--- src/include/lcg_pkg.sv ---
// Package for the logic cell input gate select block.
// Assumes a 32-bit APB slave on pclk; register map, fields and reset values live here.
package lcg_pkg;

    // Bus geometry
    localparam int unsigned ADDR_W = 12;
    localparam int unsigned DATA_W = 32;

    // Register byte addresses
    localparam logic [11:0] DATA1_SOURCE_SELECT_ADDR = 12'h000;
    localparam logic [11:0] DATA2_SOURCE_SELECT_ADDR = 12'h004;
    localparam logic [11:0] DATA3_SOURCE_SELECT_ADDR = 12'h008;
    localparam logic [11:0] DATA4_SOURCE_SELECT_ADDR = 12'h00c;
    localparam logic [11:0] GATE0_INPUT_ENABLE_ADDR  = 12'h010;
    localparam logic [11:0] GATE1_INPUT_ENABLE_ADDR  = 12'h014;
    localparam logic [11:0] POLARITY_REGISTER_ADDR   = 12'h018;
    localparam logic [11:0] INPUT_STATUS_ADDR        = 12'h01c;

    // Field layout
    localparam int unsigned CODE_W       = 6;
    localparam int unsigned SOURCE_COUNT = 64;
    localparam int unsigned ENABLE_W     = 8;
    localparam int unsigned DATA_COUNT   = 4;
    localparam int unsigned GATE_COUNT   = 2;

    // Polarity register bits
    localparam int unsigned GATE0_INVERT_BIT = 0;
    localparam int unsigned GATE1_INVERT_BIT = 1;

    // Input status register fields
    localparam int unsigned STATUS_DATA_LSB = 0;
    localparam int unsigned STATUS_GATE_LSB = 4;

    // Byte lane holding every implemented register bit
    localparam int unsigned WRITE_LANE = 0;

    // Stand-in power-on values for bits that are undefined at power-on
    localparam logic [5:0] CODE_RESET   = 6'h00;
    localparam logic [7:0] ENABLE_RESET = 8'h00;
    localparam logic       INVERT_RESET = 1'b0;

    // Reads of unmapped addresses and of unimplemented bits
    localparam logic [31:0] READ_ZERO = 32'h0000_0000;

    // Complete state of the top module
    typedef struct packed {
        logic [5:0]  data1_source_code;
        logic [5:0]  data2_source_code;
        logic [5:0]  data3_source_code;
        logic [5:0]  data4_source_code;
        logic [7:0]  gate0_input_enable;
        logic [7:0]  gate1_input_enable;
        logic        gate0_invert;
        logic        gate1_invert;
        logic [3:0]  selected_data;
        logic [1:0]  gate_out;
        logic [31:0] rdata;
        logic        rerr;
    } lcg_state_t;

endpackage : lcg_pkg

--- src/rtl/lcg_gate.sv ---
// One input gate of the logic cell: enabled true/inverted data ORed, then polarity.
// Assumes the four selected data inputs and the enable byte come from flip-flops.
`timescale 1ns/1ns
module lcg_gate (
    input  wire logic [3:0] data_in,
    input  wire logic [7:0] input_enable,
    input  wire logic       invert,
    output logic            gate_out
);

    logic [3:0] true_terms;
    logic [3:0] inv_terms;
    logic       ored;

    always_comb begin
        for (int k = 0; k < 4; k++) begin
            true_terms[k] = data_in[k] & input_enable[2*k+1];
            inv_terms[k]  = ~data_in[k] & input_enable[2*k];
        end
        // clear bits keep a term out; OR, zero when none set
        ored = |{true_terms, inv_terms};
        gate_out = ored ^ invert;
    end

endmodule : lcg_gate

--- src/rtl/lcg_top.sv ---
// Input selection front end of a configurable logic cell, with its APB register file.
// Assumes a 32-bit APB master on pclk, and on-chip sources synchronous to pclk.
`timescale 1ns/1ns
module lcg_top #(
    // Set bit n when source code n has a signal behind it
    parameter logic [63:0] SOURCE_MASK = 64'hffff_ffff_ffff_ffff
) (
    input  wire logic        pclk,
    input  wire logic        presetn,
    input  wire logic        psel,
    input  wire logic        penable,
    input  wire logic        pwrite,
    input  wire logic [11:0] paddr,
    input  wire logic [31:0] pwdata,
    input  wire logic [3:0]  pstrb,
    output logic      [31:0] prdata,
    output logic             pready,
    output logic             pslverr,
    input  wire logic [63:0] sources,
    output logic             selected_data_in_1,
    output logic             selected_data_in_2,
    output logic             selected_data_in_3,
    output logic             selected_data_in_4,
    output logic             gate0_out,
    output logic             gate1_out
);

    lcg_pkg::lcg_state_t st;
    lcg_pkg::lcg_state_t next_st;

    logic        setup_phase;
    logic        access_phase;
    logic        write_take;
    logic        lane_on;
    logic [7:0]  wbyte;
    logic [11:0] word_addr;
    logic [1:0]  gate_comb;
    logic        wr_data1;
    logic        wr_data2;
    logic        wr_data3;
    logic        wr_data4;
    logic        wr_gate0;
    logic        wr_gate1;
    logic        wr_polarity;

    // ------------------------------------------------------------------
    // Source picking
    // ------------------------------------------------------------------

    function automatic logic pick_source(
        input logic [63:0] src,
        input logic [5:0]  code
    );
        logic present;
        present = SOURCE_MASK[code];
        return src[code] & present;
    endfunction : pick_source

    // ------------------------------------------------------------------
    // Address decode
    // ------------------------------------------------------------------

    function automatic logic is_mapped(input logic [11:0] addr);
        logic hit;
        hit = 1'b0;
        unique case (addr)
            lcg_pkg::DATA1_SOURCE_SELECT_ADDR,
            lcg_pkg::DATA2_SOURCE_SELECT_ADDR,
            lcg_pkg::DATA3_SOURCE_SELECT_ADDR,
            lcg_pkg::DATA4_SOURCE_SELECT_ADDR,
            lcg_pkg::GATE0_INPUT_ENABLE_ADDR,
            lcg_pkg::GATE1_INPUT_ENABLE_ADDR,
            lcg_pkg::POLARITY_REGISTER_ADDR,
            lcg_pkg::INPUT_STATUS_ADDR: begin
                hit = 1'b1;
            end
            default: begin
                hit = 1'b0;
            end
        endcase
        return hit;
    endfunction : is_mapped

    // ------------------------------------------------------------------
    // Read value of each register
    // ------------------------------------------------------------------

    function automatic logic [31:0] read_value(
        input lcg_pkg::lcg_state_t s,
        input logic [11:0]         addr
    );
        logic [31:0] v;
        v = lcg_pkg::READ_ZERO;
        unique case (addr)
            // upper select bits read as zero
            lcg_pkg::DATA1_SOURCE_SELECT_ADDR: begin
                v[lcg_pkg::CODE_W-1:0] = s.data1_source_code;
            end
            lcg_pkg::DATA2_SOURCE_SELECT_ADDR: begin
                v[lcg_pkg::CODE_W-1:0] = s.data2_source_code;
            end
            lcg_pkg::DATA3_SOURCE_SELECT_ADDR: begin
                v[lcg_pkg::CODE_W-1:0] = s.data3_source_code;
            end
            lcg_pkg::DATA4_SOURCE_SELECT_ADDR: begin
                v[lcg_pkg::CODE_W-1:0] = s.data4_source_code;
            end
            lcg_pkg::GATE0_INPUT_ENABLE_ADDR: begin
                v[lcg_pkg::ENABLE_W-1:0] = s.gate0_input_enable;
            end
            lcg_pkg::GATE1_INPUT_ENABLE_ADDR: begin
                v[lcg_pkg::ENABLE_W-1:0] = s.gate1_input_enable;
            end
            lcg_pkg::POLARITY_REGISTER_ADDR: begin
                v[lcg_pkg::GATE0_INVERT_BIT] = s.gate0_invert;
                v[lcg_pkg::GATE1_INVERT_BIT] = s.gate1_invert;
            end
            lcg_pkg::INPUT_STATUS_ADDR: begin
                v[lcg_pkg::STATUS_DATA_LSB +: lcg_pkg::DATA_COUNT] = s.selected_data;
                v[lcg_pkg::STATUS_GATE_LSB +: lcg_pkg::GATE_COUNT] = s.gate_out;
            end
            default: begin
                v = lcg_pkg::READ_ZERO;
            end
        endcase
        return v;
    endfunction : read_value

    // ------------------------------------------------------------------
    // Gates
    // ------------------------------------------------------------------

    // gate 0 from its enable byte
    lcg_gate u_gate0 (
        .data_in      (st.selected_data),
        .input_enable (st.gate0_input_enable),
        .invert       (st.gate0_invert),
        .gate_out     (gate_comb[0])
    );

    // gate 1 from its enable byte
    lcg_gate u_gate1 (
        .data_in      (st.selected_data),
        .input_enable (st.gate1_input_enable),
        .invert       (st.gate1_invert),
        .gate_out     (gate_comb[1])
    );

    // ------------------------------------------------------------------
    // Bus phases
    // ------------------------------------------------------------------

    always_comb begin
        setup_phase  = psel & ~penable;
        access_phase = psel & penable;
        write_take   = access_phase & pwrite;
        lane_on      = pstrb[lcg_pkg::WRITE_LANE];
        wbyte        = pwdata[8*lcg_pkg::WRITE_LANE +: 8];
        word_addr    = {paddr[11:2], 2'b00};
    end

    // ------------------------------------------------------------------
    // Write decode
    // ------------------------------------------------------------------

    // One strobe per writable register; the status word and holes take no write
    always_comb begin
        wr_data1    = 1'b0;
        wr_data2    = 1'b0;
        wr_data3    = 1'b0;
        wr_data4    = 1'b0;
        wr_gate0    = 1'b0;
        wr_gate1    = 1'b0;
        wr_polarity = 1'b0;
        // Only byte lane 0 carries implemented bits
        if (write_take && lane_on) begin
            unique case (word_addr)
                lcg_pkg::DATA1_SOURCE_SELECT_ADDR: begin
                    wr_data1 = 1'b1;
                end
                lcg_pkg::DATA2_SOURCE_SELECT_ADDR: begin
                    wr_data2 = 1'b1;
                end
                lcg_pkg::DATA3_SOURCE_SELECT_ADDR: begin
                    wr_data3 = 1'b1;
                end
                lcg_pkg::DATA4_SOURCE_SELECT_ADDR: begin
                    wr_data4 = 1'b1;
                end
                lcg_pkg::GATE0_INPUT_ENABLE_ADDR: begin
                    wr_gate0 = 1'b1;
                end
                lcg_pkg::GATE1_INPUT_ENABLE_ADDR: begin
                    wr_gate1 = 1'b1;
                end
                lcg_pkg::POLARITY_REGISTER_ADDR: begin
                    wr_polarity = 1'b1;
                end
                default: begin
                    wr_polarity = 1'b0;
                end
            endcase
        end
    end

    // ------------------------------------------------------------------
    // Next state
    // ------------------------------------------------------------------

    always_comb begin
        next_st = st;

        // Read data and error are captured in the setup cycle, so the access
        // cycle answers at once; they fall back to zero at every other edge
        if (setup_phase) begin
            next_st.rerr = ~is_mapped(word_addr);
            if (pwrite) begin
                next_st.rdata = lcg_pkg::READ_ZERO;
            end else begin
                next_st.rdata = read_value(st, word_addr);
            end
        end else begin
            next_st.rdata = lcg_pkg::READ_ZERO;
            next_st.rerr  = 1'b0;
        end

        // Writes take effect at the edge that ends the access phase
        // data 1 code; bits 7 and 6 dropped
        if (wr_data1) begin
            next_st.data1_source_code = wbyte[lcg_pkg::CODE_W-1:0];
        end
        if (wr_data2) begin
            next_st.data2_source_code = wbyte[lcg_pkg::CODE_W-1:0];
        end
        if (wr_data3) begin
            next_st.data3_source_code = wbyte[lcg_pkg::CODE_W-1:0];
        end
        if (wr_data4) begin
            next_st.data4_source_code = wbyte[lcg_pkg::CODE_W-1:0];
        end
        if (wr_gate0) begin
            next_st.gate0_input_enable = wbyte;
        end
        if (wr_gate1) begin
            next_st.gate1_input_enable = wbyte;
        end
        if (wr_polarity) begin
            next_st.gate0_invert = wbyte[lcg_pkg::GATE0_INVERT_BIT];
            next_st.gate1_invert = wbyte[lcg_pkg::GATE1_INVERT_BIT];
        end

        next_st.selected_data[0] = pick_source(sources, st.data1_source_code);
        next_st.selected_data[1] = pick_source(sources, st.data2_source_code);
        next_st.selected_data[2] = pick_source(sources, st.data3_source_code);
        next_st.selected_data[3] = pick_source(sources, st.data4_source_code);

        // Gate results after polarity
        next_st.gate_out = gate_comb;
    end

    // ------------------------------------------------------------------
    // State register
    // ------------------------------------------------------------------

    // presetn clears every field here, select bits included; APB writes to lane 0 also change them
    // Zero stands in for the undefined power-on value; software writes before use
    always_ff @(posedge pclk or negedge presetn) begin
        if (!presetn) begin
            st.data1_source_code  <= lcg_pkg::CODE_RESET;
            st.data2_source_code  <= lcg_pkg::CODE_RESET;
            st.data3_source_code  <= lcg_pkg::CODE_RESET;
            st.data4_source_code  <= lcg_pkg::CODE_RESET;
            st.gate0_input_enable <= lcg_pkg::ENABLE_RESET;
            st.gate1_input_enable <= lcg_pkg::ENABLE_RESET;
            st.gate0_invert       <= lcg_pkg::INVERT_RESET;
            st.gate1_invert       <= lcg_pkg::INVERT_RESET;
            st.selected_data      <= '0;
            st.gate_out           <= '0;
            st.rdata              <= lcg_pkg::READ_ZERO;
            st.rerr               <= 1'b0;
        end else begin
            st <= next_st;
        end
    end

    // ------------------------------------------------------------------
    // Outputs
    // ------------------------------------------------------------------

    // Zero wait states: the answer stands for the whole access cycle
    always_comb begin
        pready             = access_phase;
        prdata             = st.rdata;
        pslverr            = access_phase & st.rerr;
    end

    // ------------------------------------------------------------------
    // Data path outputs
    // ------------------------------------------------------------------

    always_comb begin
        selected_data_in_1 = st.selected_data[0];
        selected_data_in_2 = st.selected_data[1];
        selected_data_in_3 = st.selected_data[2];
        selected_data_in_4 = st.selected_data[3];
        gate0_out          = st.gate_out[0];
        gate1_out          = st.gate_out[1];
    end

endmodule : lcg_top
--- config.mk ---
export PLATFORM = sky130hd
export DESIGN_NAME = lcg_top
export DESIGN_NICKNAME = d
export VERILOG_FILES = /design/src/include/lcg_pkg.sv /design/src/rtl/lcg_gate.sv /design/src/rtl/lcg_top.sv
export SDC_FILE = /design/constraint.sdc
export NUM_CORES = 1
export LEC_CHECK = 0
export BUFFER_PORTS_ARGS = -buffer_cell sky130_fd_sc_hd__buf_4
export CORE_AREA = 2 2 103 105
export DETAILED_ROUTE_END_ITERATION = 10
export DIE_AREA = 0 0 105 107
export PLACE_DENSITY_LB_ADDON = 0.15
export SETUP_SLACK_MARGIN = 0.4
export SKIP_LAST_GASP = 1
export SLEW_MARGIN = 20
export SYNTH_ARGS = -nofsm -noshare
export SYNTH_HDL_FRONTEND = slang
export SYNTH_SLANG_ARGS = --single-unit
--- constraint.sdc ---
create_clock -name pclk -period 2.86 [get_ports pclk]
set_clock_uncertainty 0.2 [all_clocks]
set_input_delay 0.286 -clock pclk [delete_from_list [all_inputs] [get_ports pclk]]
set_output_delay 0.286 -clock pclk [all_outputs]
set_load 0.05 [all_outputs]
==> tab_implementation.tex <==
\begin{tabular}{lr}
\hline
Metric & Value \\
\hline
\multicolumn{2}{l}{\textbf{Timing}} \\
\quad Final worst path period share & 80.6\% \\
\quad Final hold violation count & 0 \\
\quad Setup slack after layout & 0.555 ns \\
\quad Worst slew slack as a fraction of its limit & 53.1\% \\
\quad Final count of negative-setup-slack endpoints & 0 \\
\quad Worst-margin pin slew & 0.704 ns \\
\quad Post-Route Setup TNS & 0 ns \\
\quad Hold\_ws & 0.0188 ns \\
\quad Setup repair after global routing missed its margin & false \\
\quad Highest attainable clock frequency & 434 MHz \\
\quad Count of pins over their slew limit & 0 \\
\quad Fin crit period & 2.31 ns \\
\multicolumn{2}{l}{\textbf{Route}} \\
\quad Total length of routed wires & 13.5 mm \\
\quad Total number of vias & 3,873 \\
\quad Drt first pass iters & 4 \\
\quad Number of routed nets with antenna violations & 0 \\
\quad Per-cell routed wire length & 21.8 µm \\
\quad Total DRC errors in the routed layout & 0 \\
\quad 1st-iter DRT viols & 221 \\
\quad Via density per instance & 6.26 \\
\multicolumn{2}{l}{\textbf{Synth}} \\
\quad Post-synth top area share & 28.7\% \\
\quad EDFF count, synth & 0 \\
\quad Number of library cell types mapped by synthesis & 44 \\
\quad Leading area contributor after synthesis & sky130\_fd\_sc\_hd\_\_dfrtp\_1 \\
\quad Fraction of synthesis flops using an asynchronous set or reset pin & 100\% \\
\quad Top cells by area, synth & sky130\_fd\_sc\_hd\_\_dfrtp\_1 (29\%), sky130\_fd\_sc\_hd\_\_mux4\_2 (29\%), sky130\_fd\_sc\_hd\_\_mux2\_2 (11\%) \\
\quad Area of the mapped netlist & 0.00498 mm² \\
\quad Top\_reg\_cell synth & sky130\_fd\_sc\_hd\_\_dfrtp\_1 \\
\quad Yosys warning count & 0 \\
\quad Synthesis-stage register bit count & 57 \\
\quad Sequential share of the synthesized area & 28.7\% \\
\quad Count of mapped cells out of synthesis & 391 \\
\quad Mean cell area of the mapped netlist & 12.7 µm² \\
\multicolumn{2}{l}{\textbf{Power}} \\
\quad Sequential cell fraction of total power & 43.3\% \\
\quad Power share of the combinational group & 20.8\% \\
\quad Switching power share of the total & 28.1\% \\
\quad Power density over the cells & 322 mW/mm² \\
\quad Int Power & 1.37 mW \\
\quad Sw power & 0.534 mW \\
\quad Leakage power of the design & 2.48 nW \\
\quad Peak ir drop on the vdd network & 0.000176 V \\
\quad Proportion of power drawn by the clock network & 35.9\% \\
\multicolumn{2}{l}{\textbf{Layout}} \\
\quad Proportion of layout cells with a drive suffix above 1 & 50.9\% \\
\quad Area delta synth->final & 18.6\% \\
\quad Leading cell type in the layout, fill and taps excluded & sky130\_fd\_sc\_hd\_\_buf\_4 \\
\quad Final cell count without fillers & 619 \\
\quad Total area of sequential cells & 0.00143 mm² \\
\quad Area of the multi-input gates & 0.00323 mm² \\
\quad Commonest cells after routing, fill and taps aside & sky130\_fd\_sc\_hd\_\_buf\_4 (111), sky130\_fd\_sc\_hd\_\_mux4\_2 (63), sky130\_fd\_sc\_hd\_\_dfrtp\_1 (56) \\
\quad Antenna diode count & 0 \\
\quad Count of fill cells added during filler insertion & 856 \\
\quad Nets@finish & 596 \\
\quad Post-route cell area & 0.00590 mm² \\
\multicolumn{2}{l}{\textbf{GRT}} \\
\quad Via count of the first global-routing pass & 3,798 \\
\quad Global-route met2 utilization & 41.8\% \\
\quad Met3 Resource Use GR & 5.96\% \\
\quad Maximum number of pins on one net before global-route repair & 58 \\
\quad Global-route congestion overflow total & 0 \\
\quad Met1 Usage GRT & 34.1\% \\
\quad Global-route layer with the greatest usage & met2 \\
\quad Initial antenna violation count & 0 \\
\quad Total track usage & 25.3\% \\
\quad First-pass GRT wire length & 21.2 mm \\
\multicolumn{2}{l}{\textbf{Die}} \\
\quad Vertical die dimension & 107 µm \\
\quad Initial cell density of the core & 49.3\% \\
\quad Number of placement rows & 37 \\
\quad Top Ports & 157 \\
\quad Core Region & 0.0101 mm² \\
\quad Width of the die & 105 µm \\
\quad Area of the die & 0.0112 mm² \\
\multicolumn{2}{l}{\textbf{Run status}} \\
\quad Run status & completed \\
\multicolumn{2}{l}{\textbf{Clocking}} \\
\quad Clock transition time at the flip-flop clock pins of the worst setup and hold paths & 0.06 ns \\
\quad CTS buffer count & 9 \\
\quad Clock tree buffer depth & 2 \\
\quad Postcts setup bufs & 0 \\
\quad Latest clock arrival within the worst-skew pair & 0.34 ns \\
\quad Number of clock sinks seen by CTS & 57 \\
\quad CTS tree & done \\
\quad H-tree depth & 3 \\
\quad Clock Root Buffer & sky130\_fd\_sc\_hd\_\_clkbuf\_8 \\
\multicolumn{2}{l}{\textbf{Min path}} \\
\quad Worst min path class & input port to flop \\
\multicolumn{2}{l}{\textbf{Job}} \\
\quad Number of max-capacitance violations reported & 0 \\
\multicolumn{2}{l}{\textbf{Worst setup path}} \\
\quad Data arrival time of the worst path & 2.34 ns \\
\quad CP Launch Type & flop \\
\quad Critical path data required time & 2.90 ns \\
\quad Max Fanout on Critical Path & 14 \\
\quad Start-to-end type of the worst setup path & flop to flop \\
\quad Sort of element at the end of the critical path & flop \\
\multicolumn{2}{l}{\textbf{Placement}} \\
\quad RePlAce Congestion & 0.886 \\
\quad Setup WS pre-CTS & 0.314 ns \\
\quad DP Area & 0.00569 mm² \\
\quad Count of placed standard cells including taps & 601 \\
\quad Final HPWL from detailed placement & 10.0 mm \\
\quad Count of buffers from port buffering & 103 \\
\hline
\end{tabular}
[timing repair]
action                     4_1_cts  5_1_grt
hold buffers                     3        0
hold endpoints to repair        61        0
gates resized for setup          1        0
setup endpoints to repair        1        0
[cell usage after synthesis, types with 3 or more instances]
library cell,n
sky130_fd_sc_hd__nor2_1,19
sky130_fd_sc_hd__a22oi_1,11
sky130_fd_sc_hd__mux2_2,47
sky130_fd_sc_hd__nand2_1,14
sky130_fd_sc_hd__nand3_1,22
sky130_fd_sc_hd__mux2i_1,23
sky130_fd_sc_hd__a31oi_1,4
sky130_fd_sc_hd__nor3_1,3
sky130_fd_sc_hd__o211ai_1,3
sky130_fd_sc_hd__buf_2,10
sky130_fd_sc_hd__mux4_1,7
sky130_fd_sc_hd__o21ai_0,4
sky130_fd_sc_hd__nand4_1,5
sky130_fd_sc_hd__a21oi_1,9
sky130_fd_sc_hd__dfrtp_1,57
sky130_fd_sc_hd__buf_4,39
sky130_fd_sc_hd__nor2b_1,8
sky130_fd_sc_hd__clkbuf_1,9
sky130_fd_sc_hd__mux4_2,63
[per-stage QoR]
step | power, mW | util, %
finish | 1.90 | 58.5
global route | 1.98 | 58.5
CTS | 1.91 | 58.5
detailed placement | 1.23 | 56.4
global placement | 1.22 | 56.4
floorplan | 1.07 | -
[routing by layer]
layer,wire (µm),up-vias
li1,-,1690
met1,5570,1979
met2,6680,184
met3,1030,20
met4,246,0
met5,0,-
[logic make-up after synthesis]
logic type / synth area share, %
AND/OR/NAND/NOR: 9.58
multiplexers: 47.5
AO/OA/AOI/OAI: 5.78
other: 0.0753
XOR/XNOR: 0.352
buffers and inverters: 8.09
flip-flops: 28.7
[power groups by stage]
stage	registers [mW]	logic, mW	clock network [mW]
2_1_floorplan	0.843	0.229	0
4_1_cts	0.821	0.395	0.699
3_3_place_gp	0.836	0.385	0
5_1_grt	0.821	0.423	0.738
6_report	0.821	0.395	0.682
3_5_place_dp	0.836	0.391	0
[worst paths after layout]
path | start | endpoint | slack (ns) | cells after the start
worst min-delay path | pwdata[4] | st[53]$_DFFE_PN0P_ | 0.02 | 2
max in group asynchronous | presetn | st[75]$_DFFE_PN0P_ | 1.62 | 2
worst max register to register | st[75]$_DFFE_PN0P_ | selected_data_in_1$_DFF_PN0_ | 0.55 | 5
min in group asynchronous | presetn | st[64]$_DFFE_PN0P_ | 0.32 | 2
worst min register to register | st[40]$_DFFE_PN0P_ | gate0_out$_DFF_PN0_ | 0.29 | 1
worst max-delay path | st[75]$_DFFE_PN0P_ | selected_data_in_1$_DFF_PN0_ | 0.55 | 5
[state kept, by name (all words and copies together), names as in the netlist]
register            flops
gate1_out               1
selected_data_in_3      1
prdata                  8
gate0_out               1
selected_data_in_4      1
selected_data_in_1      1
st                     43
selected_data_in_2      1
[cell type report]
cell class / instances / share of cell area [%]
clock buffers: 12 / 2.80
clock inverters: 3 / 0.254
inverters: 2 / 0.127
multi-input cells: 294 / 54.8
flip-flops and latches: 57 / 24.2
well taps: 136 / 2.88
repair buffers: 115 / 15.0
[worst max-delay path: stages, from the launching register on]
cell,delay (ns)
sky130_fd_sc_hd__dfrtp_2,0.63
sky130_fd_sc_hd__mux4_1,0.61
sky130_fd_sc_hd__mux2_2,0.30
sky130_fd_sc_hd__a211oi_2,0.21
sky130_fd_sc_hd__o21ai_1,0.09
sky130_fd_sc_hd__and4_1,0.15
No activity file was read; power rests on OpenSTA's default activity.
